`config.mk`:
```
export PLATFORM = sky130hd
export DESIGN_NAME = pic_top
export DESIGN_NICKNAME = d
export VERILOG_FILES = /design/src/design/pic_pkg.sv /design/src/design/pic_edge_detect.sv /design/src/design/pic_flag_bit.sv /design/src/design/pic_top.sv
export SDC_FILE = /design/constraint.sdc
export NUM_CORES = 1
export LEC_CHECK = 0
export ABC_AREA = 1
export BUFFER_PORTS_ARGS = -buffer_cell sky130_fd_sc_hd__buf_2
export CAP_MARGIN = 30
export CORE_MARGIN = 3
export CORE_UTILIZATION = 48
export DETAILED_ROUTE_END_ITERATION = 16
export PLACE_DENSITY_LB_ADDON = 0.25
export SYNTH_ARGS = -nofsm -noshare
export SYNTH_HDL_FRONTEND = slang
export SYNTH_SLANG_ARGS = --single-unit
export TNS_END_PERCENT = 100
```
`constraint.sdc`:
```
create_clock -name mclk -period 1.95 [get_ports mclk]
set_clock_uncertainty 0.1 [all_clocks]
set_input_delay 0.4875 -clock mclk [delete_from_list [all_inputs] [get_ports mclk]]
set_output_delay 0.4875 -clock mclk [all_outputs]
set_load 0.02 [all_outputs]
```
`src/design/pic_pkg.sv`:
```
// package for the primary interrupt control block
// Function
// top bit of control register 0 reads zero, no storage
// software keeps bits 6 and 3 of register 0 unchanged
// bit 0 of register 0 is the master interrupt enable
// register 0 bits 5 and 4 are pin 1 and pin 0 pending flags
// register 0 bits 2 and 1 enable pin 1 and pin 0
// register 1 bit 7 converter flag, bit 3 converter enable
// register 1 bit 4 comparator flag, bit 0 comparator enable
// register 1 bits 6 and 5 are group 1 and group 0 flags
// register 1 bits 2 and 1 enable group 1 and group 0
// register 2 bits 6,5 tick flags, bits 2,1 their enables
// register 2 bits 7,4 group 3,2 flags, bits 3,0 enables
// register 3 bits 7,6 group 5,4 flags, bits 3,2 enables
// register 3 bits 5,4 pin 3,2 flags, bits 1,0 enables
// per pin two-bit edge select: off, rising, falling, both
// interrupt only when flag, its enable and master enable are all set; irqOut follows status and mask without these enables
// registers 1 to 3 reset to zero and are read/write
package pic_pkg;
	localparam int ADDR_W = 3;
	localparam logic [ADDR_W-1:0] OFF_CTRL0   = 3'h0;
	localparam logic [ADDR_W-1:0] OFF_CTRL1   = 3'h1;
	localparam logic [ADDR_W-1:0] OFF_CTRL2   = 3'h2;
	localparam logic [ADDR_W-1:0] OFF_CTRL3   = 3'h3;
	localparam logic [ADDR_W-1:0] OFF_EDGESEL = 3'h4;
	localparam logic [ADDR_W-1:0] OFF_STATUS  = 3'h5;
	localparam logic [ADDR_W-1:0] OFF_MASK    = 3'h6;
	localparam logic [ADDR_W-1:0] OFF_VECTOR  = 3'h7;
	localparam logic [7:0] CTRL0_RST   = 8'h00;
	localparam logic [7:0] CTRL_RST    = 8'h00;
	localparam logic [7:0] CTRL0_IMPL  = 8'h7f;
	localparam logic [7:0] CTRL0_FLAGS = 8'h30;
	localparam logic [7:0] CTRLN_FLAGS = 8'hf0;
	localparam int BIT_MASTER = 0;
	localparam logic [1:0] EDGE_OFF  = 2'h0;
	localparam logic [1:0] EDGE_RISE = 2'h1;
	localparam logic [1:0] EDGE_FALL = 2'h2;
	localparam logic [1:0] EDGE_BOTH = 2'h3;
	localparam int NUM_PINS = 4;
	localparam int NUM_SRC = 14;

	typedef struct packed {
		logic [ADDR_W-1:0] addr;
		logic [7:0]        wdata;
		logic              wr;
		logic              rd;
	} pic_bus_t;

	// internal request sources, one cycle pulses
	typedef struct packed {
		logic       converter;
		logic       cmp1;
		logic [5:0] group;
		logic [1:0] tick;
	} pic_src_t;
endpackage

```
`src/design/pic_edge_detect.sv`:
```
// synchroniser and edge detector for one external pin
`timescale 1ns/1ps
`default_nettype none
module pic_edge_detect (
	// clock and reset
	input  wire logic       mclk,
	input  wire logic       rst_n,
	// pin and mode
	input  wire logic       pinIn,
	input  wire logic [1:0] edgeSel,
	// detected edge
	output logic            edgePulse
);
	import pic_pkg::*;
	logic [2:0] sync_r;
	logic       rise;
	logic       fall;

	always_ff @(posedge mclk or negedge rst_n) begin
		if (!rst_n) begin
			sync_r <= 3'h0;
		end else begin
			sync_r <= {sync_r[1:0], pinIn};
		end
	end

	// compare stages 2 and 3 only; stage 1 may be metastable
	assign rise = sync_r[1] & ~sync_r[2];
	assign fall = ~sync_r[1] & sync_r[2];

	always_comb begin
		unique case (edgeSel)
			EDGE_OFF:  edgePulse = 1'b0;
			EDGE_RISE: edgePulse = rise;
			EDGE_FALL: edgePulse = fall;
			EDGE_BOTH: edgePulse = rise | fall;
		endcase
	end
endmodule
`default_nettype wire

```
`src/design/pic_flag_bit.sv`:
```
// one sticky request flag with software write
`timescale 1ns/1ps
`default_nettype none
module pic_flag_bit (
	// clock and reset
	input  wire logic mclk,
	input  wire logic rst_n,
	// controls
	input  wire logic setPulse,
	input  wire logic wrEn,
	input  wire logic wrVal,
	// state
	output logic      flag_r
);
	// hardware set wins over a software clear in the same cycle
	always_ff @(posedge mclk or negedge rst_n) begin
		if (!rst_n) begin
			flag_r <= 1'b0;
		end else if (setPulse) begin
			flag_r <= 1'b1;
		end else if (wrEn) begin
			flag_r <= wrVal;
		end
	end
endmodule
`default_nettype wire

```
`src/design/pic_top.sv`:
```
// primary interrupt control: four control registers, edge select, status and mask
//
// Chosen here: the strobed register port and the register addresses.
`timescale 1ns/1ps
`default_nettype none
module pic_top (
	// clock and reset
	input  wire logic              mclk,
	input  wire logic              rst_n,
	// register port
	input  wire pic_pkg::pic_bus_t bus,
	output logic [7:0]             rdata,
	// request sources
	input  wire logic [3:0]        extPin,
	input  wire pic_pkg::pic_src_t src,
	// to processor
	output logic                   irqReq,
	output logic                   irqOut
);
	import pic_pkg::*;

	logic [7:0] ctrl0_r;
	logic [7:0] ctrl1_r;
	logic [7:0] ctrl2_r;
	logic [7:0] ctrl3_r;
	logic [7:0] edgeSel_r;
	logic [7:0] status_r;
	logic [7:0] mask_r;
	logic [7:0] rdata_nxt;
	logic [3:0] pinEdge;
	logic [3:0] pinFlag;
	logic [NUM_SRC-1:0] flagVec;
	logic [NUM_SRC-1:0] enVec;
	logic [NUM_SRC-1:0] pending;
	logic [7:0] evt;
	logic [3:0] firstIdx;
	logic wr0;
	logic wr3;

	function automatic logic hit(input logic [ADDR_W-1:0] off);
		return bus.addr == off;
	endfunction

	assign wr0 = bus.wr & hit(OFF_CTRL0);
	assign wr3 = bus.wr & hit(OFF_CTRL3);

	// pin edge detection and pin flags
	genvar g;
	generate
		for (g = 0; g < NUM_PINS; g++) begin : gPin
			pic_edge_detect uEdge (
				.mclk      (mclk),
				.rst_n     (rst_n),
				.pinIn     (extPin[g]),
				.edgeSel   (edgeSel_r[2*g+1:2*g]),
				.edgePulse (pinEdge[g])
			);
		end
	endgenerate

	pic_flag_bit uPin0 (.mclk(mclk), .rst_n(rst_n), .setPulse(pinEdge[0]),
		.wrEn(wr0), .wrVal(bus.wdata[4]), .flag_r(pinFlag[0]));
	pic_flag_bit uPin1 (.mclk(mclk), .rst_n(rst_n), .setPulse(pinEdge[1]),
		.wrEn(wr0), .wrVal(bus.wdata[5]), .flag_r(pinFlag[1]));
	pic_flag_bit uPin2 (.mclk(mclk), .rst_n(rst_n), .setPulse(pinEdge[2]),
		.wrEn(wr3), .wrVal(bus.wdata[4]), .flag_r(pinFlag[2]));
	pic_flag_bit uPin3 (.mclk(mclk), .rst_n(rst_n), .setPulse(pinEdge[3]),
		.wrEn(wr3), .wrVal(bus.wdata[5]), .flag_r(pinFlag[3]));

	// register 0: bit 7 unimplemented, bits 6 and 3 plain storage left to software
	always_ff @(posedge mclk or negedge rst_n) begin
		if (!rst_n) begin
			ctrl0_r <= CTRL0_RST;
		end else if (wr0) begin
			ctrl0_r <= bus.wdata & CTRL0_IMPL & ~CTRL0_FLAGS;
		end
	end

	// registers 1 and 2: flags set by sources, set wins over write
	always_ff @(posedge mclk or negedge rst_n) begin
		if (!rst_n) begin
			ctrl1_r <= CTRL_RST;
		end else begin
			if (bus.wr && hit(OFF_CTRL1)) begin
				ctrl1_r <= bus.wdata;
			end
			if (src.converter) begin
				ctrl1_r[7] <= 1'b1;
			end
			if (src.group[1]) begin
				ctrl1_r[6] <= 1'b1;
			end
			if (src.group[0]) begin
				ctrl1_r[5] <= 1'b1;
			end
			if (src.cmp1) begin
				ctrl1_r[4] <= 1'b1;
			end
		end
	end

	always_ff @(posedge mclk or negedge rst_n) begin
		if (!rst_n) begin
			ctrl2_r <= CTRL_RST;
		end else begin
			if (bus.wr && hit(OFF_CTRL2)) begin
				ctrl2_r <= bus.wdata;
			end
			if (src.group[3]) begin
				ctrl2_r[7] <= 1'b1;
			end
			if (src.tick[1]) begin
				ctrl2_r[6] <= 1'b1;
			end
			if (src.tick[0]) begin
				ctrl2_r[5] <= 1'b1;
			end
			if (src.group[2]) begin
				ctrl2_r[4] <= 1'b1;
			end
		end
	end

	// register 3: pin flags live in the flag cells
	always_ff @(posedge mclk or negedge rst_n) begin
		if (!rst_n) begin
			ctrl3_r <= CTRL_RST;
		end else begin
			if (wr3) begin
				ctrl3_r <= bus.wdata & ~CTRLN_FLAGS | bus.wdata & 8'hc0;
			end
			if (src.group[5]) begin
				ctrl3_r[7] <= 1'b1;
			end
			if (src.group[4]) begin
				ctrl3_r[6] <= 1'b1;
			end
		end
	end

	always_ff @(posedge mclk or negedge rst_n) begin
		if (!rst_n) begin
			edgeSel_r <= 8'h00;
		end else if (bus.wr && hit(OFF_EDGESEL)) begin
			edgeSel_r <= bus.wdata;
		end
	end

	// flag and enable vectors, same order
	assign flagVec = {pinFlag[3], pinFlag[2], ctrl3_r[7], ctrl3_r[6],
		ctrl2_r[7], ctrl2_r[4], ctrl2_r[6], ctrl2_r[5],
		ctrl1_r[7], ctrl1_r[4], ctrl1_r[6], ctrl1_r[5],
		pinFlag[1], pinFlag[0]};
	assign enVec = {ctrl3_r[1], ctrl3_r[0], ctrl3_r[3], ctrl3_r[2],
		ctrl2_r[3], ctrl2_r[0], ctrl2_r[2], ctrl2_r[1],
		ctrl1_r[3], ctrl1_r[0], ctrl1_r[2], ctrl1_r[1],
		ctrl0_r[2], ctrl0_r[1]};
	assign pending = flagVec & enVec & {NUM_SRC{ctrl0_r[BIT_MASTER]}};
	assign irqReq = |pending;

	// lowest pending index for the vector register
	always_comb begin
		firstIdx = 4'hf;
		for (int i = NUM_SRC - 1; i >= 0; i--) begin
			if (pending[i]) begin
				firstIdx = 4'(i);
			end
		end
	end

	// status: sticky per-class events, cleared by reading it
	assign evt = {2'h0, |pinEdge, src.converter, src.cmp1, |src.group, |src.tick, |pending};

	always_ff @(posedge mclk or negedge rst_n) begin
		if (!rst_n) begin
			status_r <= 8'h00;
		end else if (bus.rd && hit(OFF_STATUS)) begin
			status_r <= evt; // new events in the read cycle are kept
		end else begin
			status_r <= status_r | evt;
		end
	end

	always_ff @(posedge mclk or negedge rst_n) begin
		if (!rst_n) begin
			mask_r <= 8'h00;
		end else if (bus.wr && hit(OFF_MASK)) begin
			mask_r <= bus.wdata;
		end
	end

	always_ff @(posedge mclk or negedge rst_n) begin
		if (!rst_n) begin
			irqOut <= 1'b0;
		end else begin
			irqOut <= |(status_r & mask_r);
		end
	end

	// read mux, data in the cycle after the strobe
	always_comb begin
		unique case (bus.addr)
			OFF_CTRL0:   rdata_nxt = (ctrl0_r & CTRL0_IMPL) | {2'h0, pinFlag[1], pinFlag[0], 4'h0};
			OFF_CTRL1:   rdata_nxt = ctrl1_r;
			OFF_CTRL2:   rdata_nxt = ctrl2_r;
			OFF_CTRL3:   rdata_nxt = {ctrl3_r[7:6], pinFlag[3], pinFlag[2], ctrl3_r[3:0]};
			OFF_EDGESEL: rdata_nxt = edgeSel_r;
			OFF_STATUS:  rdata_nxt = status_r;
			OFF_MASK:    rdata_nxt = mask_r;
			OFF_VECTOR:  rdata_nxt = {irqReq, 3'h0, firstIdx};
		endcase
	end

	always_ff @(posedge mclk or negedge rst_n) begin
		if (!rst_n) begin
			rdata <= 8'h00;
		end else if (bus.rd) begin
			rdata <= rdata_nxt;
		end else begin
			rdata <= 8'h00;
		end
	end
endmodule
`default_nettype wire

```
Word-level counts from Yosys, hierarchy flattened:

Index checks and enable logic that the tools add are counted.

* bits in registers: 78
* bits of input ports: 29
* logic and storage cells: 145
* output and inout port bits: 10

* equality and inequality tests: 19
* multiplexer cells: 42
* bitwise operators: 28
* reductions and logical operators: 29

Operator list (number)
* $pmux W8 S8: 1
* $mux W4: 13
* $mux W8: 5
* $and A14 B14 Y14: 2
* $reduce_bool A2 Y1: 14
* $mux W1: 18
* $eq A2 B2 Y1 const B: 8
* $pmux W1 S4: 4
* $reduce_or A14 Y1: 1
* $eq A3 B3 Y1 const B: 4
* $and A1 B1 Y1: 10
* $and A8 B8 Y8: 1
* $eq A2 B1 Y1 const B: 4
* $logic_not A2 Y1: 4
* $not A1 Y1: 8
* $or A4 B8 Y8: 1
* $or A8 B6 Y8: 1
* $reduce_or A8 Y1: 1
* $or A7 B6 Y7: 1
* $eq A3 B2 Y1 const B: 2
* $reduce_or A6 Y1: 1
* $logic_and A1 B1 Y1: 5
* $or A1 B1 Y1: 4
* $reduce_or A4 Y1: 1
* 4 further kinds: 4

Depth between registers and ports, before layout:

Gate-level depths: netlist (run 1).

* depth in word-level cells: 18
* gate-level depth with buffers: 16
* gate-level depth less buffers: 15

Hierarchy:

A second synthesis (run 1) with hierarchy kept.

* cell total of the unflattened synthesis: 404
* area, all modules: 3639.7 um^2

By module, submodules not included
* pic_top: times used 1, area each 2874.0 um^2, cells each 324
* pic_edge_detect: times used 4, area each 138.9 um^2, cells each 14
* pic_flag_bit: times used 4, area each 52.6 um^2, cells each 6

Least setup slack after synthesis (run 1):

No wires, ideal clock.

* path kind: register to output
* from: register ctrl0_r[0]
* to: output port irqReq
* setup slack: 144 ps
* required time: 1362 ps
* cell stages (with the launch flop): 9
* arrival: 1219 ps
* buffers on the path: 2
* cell sequence: dfrtp_1 -> buf_6 -> buf_12 -> nand3_1 -> nand2_2 -> inv_1 -> nand4_1 -> nor3_2 -> inv_1

* longest elaborated chain between the ends: 2

RTL lines
* start: declaration: RTL line pic_top.sv:22 `logic [7:0] ctrl0_r;`
* start signal: assignment: RTL line pic_top.sv:75 `ctrl0_r <= bus.wdata & CTRL0_IMPL & ~CTRL0_FLAGS;`
* $and A14 B14 Y14: RTL line pic_top.sv:158 `assign pending = flagVec & enVec & {NUM_SRC{ctrl0_r[BIT_MASTER]}};`
* $reduce_or A14 Y1: RTL line pic_top.sv:159 `assign irqReq = |pending;`
* end: declaration: RTL line pic_top.sv:17 `output logic irqReq,`

Every way passes these cells.

Worst setup path in the final report (run 1):

Same ends and word-level chain as after synthesis.

==> results of run 1 <==
[worst register-to-register path, delay by kind of cell, from the launching register on]
family	cells	cell delay [ps]
AOI/OAI and AO/OA	3	380
DFF	1	370
buffers and inverters	2	170
and+or+nand+nor	1	410
adders and majority gates	1	270
[repair_timing]
item | 4_1_cts | 5_1_grt
setup buffers | 0 | 0
resized for setup | 2 | 2
endpoints found under the hold margin | 33 | 0
endpoints found under the setup margin | 1 | 2
hold buffers | 1 | 0
[logic make-up (layout without fill, tap and decap cells)]
group           after synthesis  in the layout  share of synthesized area
compound gates              116            116                     0.1913
buf+inv                      65            132                    0.07909
simple gates                132            132                     0.1739
flops                        74             74                     0.5273
fa+ha+maj                     8              8                    0.02850
[layer usage]
| layer | track usage | vias up | part of all wire |
|---|---|---|---|
| met5 | 0 | - | 0 |
| met4 | 0.08543 | 0 | 0.024 |
| met3 | 0.08368 | 34 | 0.11 |
| met2 | 0.3640 | 154 | 0.45 |
| met1 | 0.3398 | 1431 | 0.41 |
| li1 | - | 1438 | - |
[cell usage after synthesis, drive strengths merged]
library cell  count  share of area
o21bai            2         0.0043
a221oi            6          0.017
a22oi             1         0.0021
a21oi            26          0.037
inv              59          0.064
ha                8          0.029
nand3            15          0.029
a31oi             6          0.011
nor3              4          0.012
nor4              2         0.0036
buf               6          0.015
o211ai            2         0.0043
o21ai            63          0.091
nor2             21          0.030
o31ai             1         0.0061
o22ai             2         0.0036
nand2            89          0.098
nand4             1         0.0018
a211oi            5          0.011
dfrtp            74           0.53
o2111ai           2         0.0050
[worst max path at each step]
stage	start	end	slack [ps]
floorplan	ctrl0_r[0]$_DFFE_PN0P_	irqReq	140
global placement	ctrl0_r[0]$_DFFE_PN0P_	irqReq	20
detailed placement	ctrl0_r[0]$_DFFE_PN0P_	irqReq	-30
CTS	ctrl0_r[0]$_DFFE_PN0P_	irqReq	-350
global route	ctrl0_r[0]$_DFFE_PN0P_	irqReq	-480
finish	ctrl0_r[0]$_DFFE_PN0P_	irqReq	-340
[state kept, by name, indices dropped and copies added, names as in the netlist]
signal,cells
ctrl3_r,6
uPin3.flag_r,1
uPin0.flag_r,1
edgeSel_r,8
uPin2.flag_r,1
uPin1.flag_r,1
status_r,6
mask_r,8
ctrl1_r,8
gPin.uEdge.sync_r,12
rdata,8
irqOut,1
ctrl0_r,5
ctrl2_r,8
[placed cells by master (no fill, tap or decap), types with 2 or more instances in the layout]
cell,n
sky130_fd_sc_hd__inv_2,10
sky130_fd_sc_hd__a21oi_1,26
sky130_fd_sc_hd__nor4_1,2
sky130_fd_sc_hd__o21ai_1,7
sky130_fd_sc_hd__nor3_2,2
sky130_fd_sc_hd__nor2_1,17
sky130_fd_sc_hd__bufinv_16,3
sky130_fd_sc_hd__clkbuf_8,9
sky130_fd_sc_hd__ha_1,8
sky130_fd_sc_hd__dfrtp_1,73
sky130_fd_sc_hd__nand2_1,85
sky130_fd_sc_hd__o2111ai_1,2
sky130_fd_sc_hd__nand3_1,10
sky130_fd_sc_hd__nand3_2,4
sky130_fd_sc_hd__a31oi_1,6
sky130_fd_sc_hd__o211ai_1,2
sky130_fd_sc_hd__a211oi_1,5
sky130_fd_sc_hd__nor2_4,3
sky130_fd_sc_hd__buf_2,37
sky130_fd_sc_hd__nand2_2,4
sky130_fd_sc_hd__buf_4,16
sky130_fd_sc_hd__buf_6,2
sky130_fd_sc_hd__inv_1,48
sky130_fd_sc_hd__o22ai_1,2
sky130_fd_sc_hd__clkbuf_1,2
sky130_fd_sc_hd__a221oi_1,5
sky130_fd_sc_hd__o21bai_1,2
sky130_fd_sc_hd__o21ai_0,55
[area by class of cell]
class / instances / area share
clock buffers: 11 / 0.03144
clock inverters: 5 / 0.02455
inverters: 59 / 0.05419
multi-input cells: 256 / 0.3320
flip-flops and latches: 74 / 0.4434
well taps: 96 / 0.02874
repair buffers: 57 / 0.08563
[power groups by stage]
stage	combinational, mW	sequential [mW]	clock (mW)
finish	0.855	1.92	1.41
global route	0.959	1.94	1.50
CTS	0.850	1.90	1.44
detailed placement	0.842	1.93	0
global placement	0.817	1.93	0
floorplan	0.522	1.89	0
==> metrics.txt, run 1 <==
design area=4179 µm²; remaining global-route overflow=0; sequential cell area in the final layout=1853 µm²; sequential-to-total area share from yosys stat=0.5273; 1st-pass router iterations=5; sequential share of power=0.459; area added between synthesis and finish=18.99%; largest driver fanout on the critical path=8; max-cap check violation count=0; Starting Density=0.5058; Buffers on Ports=38; x dimension of the die=91.54 µm; worst hold path endpoint=gPin[3].uEdge.sync_r[0]$_DFF_PN0_; number of design rule violations left after detail routing=0; area post-placement=between 3000 and 4000 µm²; switching share of power=0.3036; total clock buffers created by CTS=9; DPL Wire Length=between 7 and 8 mm; layout cells sized above 1=0.2186; number of instances on the worst hold path=1; clock root buffer=sky130_fd_sc_hd__clkbuf_8; switching power=around 1.3 mW; power per cell area=about 1000 nW/µm²; Internal Power=about 2.9 mW; Netlist cell types=35; wire length per cell after detailed routing=between 15 and 20 µm; worst supply voltage drop on vdd=roughly 0.00075 V; Worst Hold Class=in -> reg; Nets=around 490; Vias per Instance=around 5.5; antenna violations before repair=0; non-filler instance count after layout=~560; WP data arrival=roughly 1700 ps; Total Neg Setup Slack=-337.8 ps; most used cell along the critical path=sky130_fd_sc_hd__inv_1; cell count after synthesis=slightly below 400; combined area of the multi-input logic cells=approximately 1400 µm²; number of clock sinks seen by CTS=74; Synth Area per Inst=between 8 and 9 µm²; family with the most delay on the worst path=flip-flops; Worst-Skew Late Latency=roughly 350 ps; worst-path cell chain=buf_6, nand2_1, nor2_1, inv_1, o31ai_4, nor3_2, inv_1, buf_2; minimum setup slack after placement=-32.69 ps; standby leakage power=between 2 and 2.5 nW; stages on the worst setup path=8; final total power=about 4.2 mW; CTS tree=built; total number of H-tree levels=3; Detailed Route WL=~10 mm; count of filler cells inserted in the layout=approximately 630; Core Rows=30; routed via count=slightly above 3000; Slew Limit Headroom=0.7088; setup slack on the worst flop-to-flop path=about 110 ps; total routing usage reported by global routing=0.2472; startpoint of the most critical register-to-register path=gPin[3].uEdge.sync_r[1]$_DFF_PN0_; die area=around 8400 µm²; global-route wire length before repair=roughly 16 mm; RSZ-0062 raised after global routing=true; vias in the first global route=3010; violated checks=negative setup slack; f_max=between 0.4 and 0.5 GHz; Critical Setup Path Class=reg -> out; time the worst path needs with I/O delays and setup=~2300 ps; number of routed nets with antenna violations=0; Final Hold Viols=0; part of the power in the clock network=0.337; Worst Min Path Start=extPin[3]; Longest Clk Path Bufs=2; placer's final routability congestion estimate=around 1.0; part of the total power dissipated in combinational logic=0.205; CP max-delay cell=sky130_fd_sc_hd__dfrtp_2; fraction of the core area covered by cells at the end of the flow=0.6018; count of warnings emitted by yosys=0; flip-flop and latch count after synthesis=74; tightest hold margin=138.0 ps; post-placement cell count=541; end of the worst register-to-register path=status_r[5]$_DFF_PN0_; critical path capture point type=output pin; endpoints failing setup=1; Iter 0 DRT Violations=around 260; required arrival time at the worst endpoint=between 1000 and 1500 ps; period utilisation layout=1.173; IO Pins=39; pins over their slew limit=0; slew at the pin closest to its max-slew limit=432.7 ps; post-route worst setup slack=-337.8 ps; category of the worst setup path launch point=register; post-CTS clock slew at the launch and capture registers of the worst setup and hold paths=70 ps; buffers plus inverters on the worst setup path=4; Slowest Stage Delay on Critical Path=around 480 ps; number of nets in the synthesized netlist=432; Worst Reg2Reg Path Length in Cells=7; summed instance area of the synthesized netlist=about 3500 µm²; die span in y=approximately 92 µm; Floorplan Core Area=6944 µm²; outcome=finished with violations; largest net degree at the start of global routing=between 40 and 50; antenna cell count=0
Note: power is estimated with default switching activity, not from simulation.
==> inputs of run 2 (changes only) <==
--- a/config.mk
+++ b/config.mk
@@ -9,8 +9,9 @@
 export BUFFER_PORTS_ARGS = -buffer_cell sky130_fd_sc_hd__buf_2
 export CAP_MARGIN = 30
-export CORE_MARGIN = 3
+export CORE_MARGIN = 1
 export CORE_UTILIZATION = 48
 export DETAILED_ROUTE_END_ITERATION = 16
 export PLACE_DENSITY_LB_ADDON = 0.25
+export SETUP_SLACK_MARGIN = 0.5
 export SYNTH_ARGS = -nofsm -noshare
 export SYNTH_HDL_FRONTEND = slang
==> constraint.sdc (replaced) <==
create_clock -name mclk -period 1.95 [get_ports mclk]
set_clock_uncertainty 0.1 [all_clocks]
set_input_delay 0.0975 -clock mclk [delete_from_list [all_inputs] [get_ports mclk]]
set_output_delay 0.0975 -clock mclk [all_outputs]
set_load 0.02 [all_outputs]
==> run 2 against run 1 <==
The run now ends clean. Critical path depth increased by 1. Combinational power increased by 32%. Register-to-register slack got worse by 70 ps. Sequential cell count unchanged. Clock-buffer cell count shrank 2. Worst setup slack better by 340 ps. Power rose by 3.5%. First-iteration DRC count fell by 11%. Design area is 11% higher. Via count up 3.2%. Sequential power barely moved. Clock power decreased by 9.9%. Highest routed layer unchanged.
==> metrics.txt, run 2 (synthesis results as in run 1) <==
period utilisation layout=0.9991; number of clock sinks seen by CTS=between 70 and 80; minimum setup slack after placement=slightly below 100 ps; standby leakage power=2.186 nW; post-route worst setup slack=roughly 1.7 ps; switching share of power=0.3232; end of the worst register-to-register path=rdata[7]$_DFF_PN0_; category of the worst setup path launch point=register; met1 usage in global routing=0.4015; worst supply voltage drop on vdd=approximately 0.00054 V; wire length per cell after detailed routing=between 15 and 20 µm; CTS tree=built; number of design rule violations left after detail routing=0; Global Route met2 Usage=0.4261; vias in the first global route=2980; antenna violations before repair=0; most used cell along the critical path=sky130_fd_sc_hd__buf_6; routed via count=~3200; most common cell after layout, fill and taps aside=sky130_fd_sc_hd__nand2_1; commonest cells after routing, fill and taps aside=sky130_fd_sc_hd__nand2_1, sky130_fd_sc_hd__dfrtp_1, sky130_fd_sc_hd__o21ai_0; met3 GRT Util=0.06975; number of instances on the worst hold path=3; remaining global-route overflow=0; total routing usage reported by global routing=0.2864; IO Pins=39; register ranked first by flip-flop count=gPin.uEdge.sync_r; sequential share of power=0.445; Nets=520; Critical Setup Path Class=reg -> out; most used routing layer=met2; post-CTS clock slew at the launch and capture registers of the worst setup and hold paths=roughly 80 ps; Core Rows=30; part of the total power dissipated in combinational logic=0.261; CP max-delay cell=sky130_fd_sc_hd__dfrtp_2; die span in y=87.54 µm; Final Hold Viols=0; endpoints failing setup=0; startpoint of the most critical register-to-register path=ctrl0_r[0]$_DFFE_PN0P_; Total Neg Setup Slack=0 ps; Detailed Route WL=approximately 10 mm; part of the power in the clock network=0.294; Worst Hold Class=in -> reg; clock root buffer=sky130_fd_sc_hd__clkbuf_8; Slowest Stage Delay on Critical Path=approximately 450 ps; placer's final routability congestion estimate=1.010; x dimension of the die=87.54 µm; Buffers on Ports=38; tightest hold margin=~54 ps; worst hold path endpoint=mask_r[6]$_DFFE_PN0P_; RSZ-0062 raised after global routing=true; largest driver fanout on the critical path=6; Worst Reg2Reg Path Length in Cells=12; global-route wire length before repair=15.68 mm; power per cell area=934.1 nW/µm²; required arrival time at the worst endpoint=between 1500 and 2000 ps; largest net degree at the start of global routing=33; Worst-Skew Late Latency=~360 ps; pins over their slew limit=0; critical path capture point type=output pin; Floorplan Core Area=slightly below 7000 µm²; WP data arrival=around 1800 ps; setup slack on the worst flop-to-flop path=roughly 40 ps; flip-flop count of the largest register after layout=12; total number of H-tree levels=3; Internal Power=2.928 mW; DPL Wire Length=7.171 mm; 1st-pass router iterations=5; max-cap check violation count=0; Slew Limit Headroom=0.6927; Vias per Instance=5.419; worst-path cell chain=buf_6, buf_6, nand3_4, nand2_4, nor2_4, inv_2, nor3_4, inv_2, buf_6; layout cells sized above 1=0.2840; f_max=between 0.5 and 0.6 GHz; Worst Min Path Start=bus[8]; slew at the pin closest to its max-slew limit=around 460 ps; Longest Clk Path Bufs=2; area added between synthesis and finish=31.88%; antenna cell count=0; die area=between 7000 and 8000 µm²; outcome=complete, no violations; Iter 0 DRT Violations=between 200 and 250; time the worst path needs with I/O delays and setup=~2000 ps; Starting Density=0.5058; switching power=1.399 mW; number of routed nets with antenna violations=0; total clock buffers created by CTS=9
run 2: changes by cell type in the layout (fill, tap and decap cells not counted), moves of 5 or more:
cell / before / now
sky130_fd_sc_hd__nand2_1: 85 / 78
sky130_fd_sc_hd__buf_6: 2 / 7
sky130_fd_sc_hd__inv_2: 10 / 16
sky130_fd_sc_hd__inv_1: 48 / 42
sky130_fd_sc_hd__o21ai_0: 55 / 49
sky130_fd_sc_hd__dlygate4sd3_1: 1 / 22
sky130_fd_sc_hd__o21ai_1: 7 / 12
run 2: power groups by stage:
stage                     logic (mW)  clock network, mW  registers, mW
after floorplan                0.522                  0           1.89
after global placement         0.749                  0           1.93
after detailed placement       0.765                  0           1.93
after CTS                      0.947               1.29           1.90
after global routing            1.24               1.35           1.95
final                           1.13               1.27           1.93
run 2: timing repair:
action                     CTS  global route
buffers inserted            13             6
pin swaps                   10            20
setup endpoints to repair   10            11
resized for setup           20            48
hold endpoints to repair   101             0
hold buffers                22             0
run 2: layout make-up:
type	count	area (µm²)
Clock inverter	5	81.33
Tap cell	96	120.1
Fill cell	551	2312
Sequential cell	74	1853
Clock buffer	9	123.9
Multi-Input combinational cell	256	1593
Timing Repair Buffer	83	634.4
Inverter	59	226.5
run 2: worst max-delay path by stage:
stage | from | end | slack, ps | depth (start not counted)
CTS | ctrl0_r[0]$_DFFE_PN0P_ | irqReq | -5 | 8
global route | ctrl0_r[0]$_DFFE_PN0P_ | irqReq | -70 | 9
detailed placement | ctrl0_r[0]$_DFFE_PN0P_ | rdata[7]$_DFF_PN0_ | 100 | 8
finish | ctrl0_r[0]$_DFFE_PN0P_ | irqReq | 2 | 9
floorplan | ctrl0_r[0]$_DFFE_PN0P_ | rdata[7]$_DFF_PN0_ | 410 | 10
global placement | ctrl0_r[0]$_DFFE_PN0P_ | rdata[7]$_DFF_PN0_ | 180 | 8
run 2: metal layers:
layer	vias up	wire length (µm)
met3	23	669
li1	1486	-
met1	1529	4384
met2	116	4624
met4	0	335
met5	-	0
run 2: per-stage QoR:
step | utilization | power [mW] | cell area [µm²] | instances
2_1_floorplan | - | 2.416 | 3512 | 395
3_5_place_dp | 0.5496 | 2.700 | 3816 | 527
6_report | 0.6670 | 4.327 | 4632 | 582
5_1_grt | 0.6670 | 4.542 | 4632 | 582
4_1_cts | 0.6342 | 4.139 | 4404 | 576
3_3_place_gp | 0.5496 | 2.682 | 3816 | 527
run 2: critical path: cells and delay by family (launching register included):
family / cells / cell delay [ps]
simple gates: 4 / 420
buf+inv: 5 / 510
flops: 1 / 450
==> inputs of run 3 (changes only) <==
Settings changed: CORE_UTILIZATION 48 to 25.
==> run 3 against run 2 <==
The flow now finishes with violations (negative setup slack). Register-to-register slack better by 70 ps. Via count is 3.5% lower. Design area up 2.3%. Global-route usage shrank 13 points. Clock-buffer cell count grew 1. Worst hold slack gained 16 ps. Sequential power barely moved. Sequential cell count unchanged. Largest cell class unchanged. Largest power group unchanged.
==> metrics.txt, run 3 (synthesis results as in run 1) <==
standby leakage power=2.192 nW; period utilisation layout=1.003; antenna violations before repair=0; most common cell after layout, fill and taps aside=sky130_fd_sc_hd__nand2_1; violated checks=negative setup slack; DPL Wire Length=8.030 mm; 1st-pass router iterations=4; critical path capture point type=output pin; sequential cell area in the final layout=1853 µm²; time the worst path needs with I/O delays and setup=1955 ps; wire length per cell after detailed routing=between 15 and 20 µm; register ranked first by flip-flop count=gPin.uEdge.sync_r; x dimension of the die=between 100 and 150 µm; number of design rule violations left after detail routing=0; final total power=between 4 and 5 mW; area added between synthesis and finish=34.91%; post-route worst setup slack=-4.920 ps; Buffers on Ports=38; Floorplan Core Area=13450 µm²; largest driver fanout on the critical path=7; Vias per Instance=between 4 and 5; Detailed Route WL=10.79 mm; commonest cells after routing, fill and taps aside=sky130_fd_sc_hd__nand2_1, sky130_fd_sc_hd__dfrtp_1, sky130_fd_sc_hd__o21ai_0; placer's final routability congestion estimate=between 0.8 and 0.9; remaining global-route overflow=0; largest net degree at the start of global routing=40; worst supply voltage drop on vdd=0.0004292 V; max-cap check violation count=0; f_max=0.5115 GHz; Longest Clk Path Bufs=2; design area=4738 µm²; Starting Density=0.2611; Nets=516; total routing usage reported by global routing=0.1582; Core Rows=42; global-route wire length before repair=between 15 and 20 mm; combined area of the multi-input logic cells=approximately 1600 µm²; number of clock sinks seen by CTS=74; total clock buffers created by CTS=9; clock root buffer=sky130_fd_sc_hd__clkbuf_16; Final Hold Viols=0; minimum setup slack after placement=89.87 ps; post-placement cell count=605; die span in y=120.5 µm; Worst-Skew Late Latency=340 ps; die area=14530 µm²; vias in the first global route=2993; power per cell area=973.1 nW/µm²; RSZ-0062 raised after global routing=true; count of filler cells inserted in the layout=1446; Worst Hold Class=in -> reg; layout cells sized above 1=0.2707; area post-placement=slightly below 4000 µm²; WP data arrival=between 1500 and 2000 ps; endpoints failing setup=1; Critical Setup Path Class=reg -> out; antenna cell count=0; CTS tree=built; Slew Limit Headroom=0.6572; post-CTS clock slew at the launch and capture registers of the worst setup and hold paths=about 60 ps; category of the worst setup path launch point=register; total number of H-tree levels=3; non-filler instance count after layout=660; pins over their slew limit=0; slew at the pin closest to its max-slew limit=around 510 ps; required arrival time at the worst endpoint=1750 ps; IO Pins=39; routed via count=3045; number of routed nets with antenna violations=0; outcome=finished with violations; Iter 0 DRT Violations=between 150 and 200; flip-flop count of the largest register after layout=12
run 3: cell types whose count changed in the layout (fill, tap and decap cells not counted), moves of 2 or more:
| cell | change |
|---|---|
| sky130_fd_sc_hd__a21oi_2 | +2 |
| sky130_fd_sc_hd__nand2_1 | +4 |
| sky130_fd_sc_hd__clkinv_2 | +3 |
| sky130_fd_sc_hd__clkbuf_8 | -9 |
| sky130_fd_sc_hd__a21oi_1 | -2 |
| sky130_fd_sc_hd__buf_4 | -4 |
| sky130_fd_sc_hd__a31oi_2 | +2 |
| sky130_fd_sc_hd__nor2_4 | -2 |
| sky130_fd_sc_hd__clkbuf_16 | +9 |
| sky130_fd_sc_hd__nand2_2 | -3 |
run 3: path summary, 6_finish.rpt:
check	slack, ps	cells after the start	start	end
min reg2reg	250	0	gPin[2].uEdge.sync_r[0]$_DFF_PN0_	gPin[2].uEdge.sync_r[1]$_DFF_PN0_
min in group asynchronous	170	2	rst_n	status_r[5]$_DFF_PN0_
max in group asynchronous	1000	3	rst_n	ctrl0_r[0]$_DFFE_PN0P_
min	70	3	bus[8]	mask_r[6]$_DFFE_PN0P_
max reg2reg	110	11	ctrl0_r[0]$_DFFE_PN0P_	rdata[7]$_DFF_PN0_
max	-5	9	ctrl0_r[0]$_DFFE_PN0P_	irqReq
run 3: critical path, cell delays in order, from the launching register on:
cell and delay [ps]:
sky130_fd_sc_hd__dfrtp_2 460, sky130_fd_sc_hd__buf_6 160, sky130_fd_sc_hd__buf_6 110, sky130_fd_sc_hd__nand3_4 60, sky130_fd_sc_hd__nand2_4 60, sky130_fd_sc_hd__nor2_4 100
sky130_fd_sc_hd__inv_2 50, sky130_fd_sc_hd__nor3_4 210, sky130_fd_sc_hd__inv_2 70, sky130_fd_sc_hd__buf_6 130
run 3: repair_timing:
| item | in CTS | in global routing |
|---|---|---|
| setup buffers | 11 | 6 |
| pin swaps | 12 | 16 |
| hold buffers | 22 | 0 |
| setup endpoints to repair | 8 | 13 |
| hold endpoints to repair | 62 | 0 |
| gates resized for setup | 24 | 32 |
run 3: final cells by class:
class	instances	share of cell area
sequential	74	0.3911
clock inverter	6	0.01215
multi-input combinational	256	0.3274
timing repair buffer	79	0.1267
inverter	59	0.04780
clock buffer	10	0.04832
tap	176	0.04647
run 3: per-layer routing:
metal	wire, µm	track usage	up-vias
met3	559	0.03679	18
met1	5208	0.2209	1471
met4	226	0.05478	0
met2	4799	0.2389	65
li1	-	-	1491
met5	0	0	-
run 3: where the power goes:
part	internal [mW]	switching [mW]	total, mW
Combinational	0.453	0.609	1.06
Clock	0.981	0.643	1.62
Sequential	1.74	0.190	1.93
run 3: stage by stage:
stage	util	setup TNS, ps	hold WS [ps]
detailed placement	0.2900	0	3.891
finish	0.3522	-4.920	69.71
global placement	0.2900	0	-0.2441
CTS	0.3405	-37.35	84.37
floorplan	-	0	-298.1
global route	0.3522	-136.4	88.41
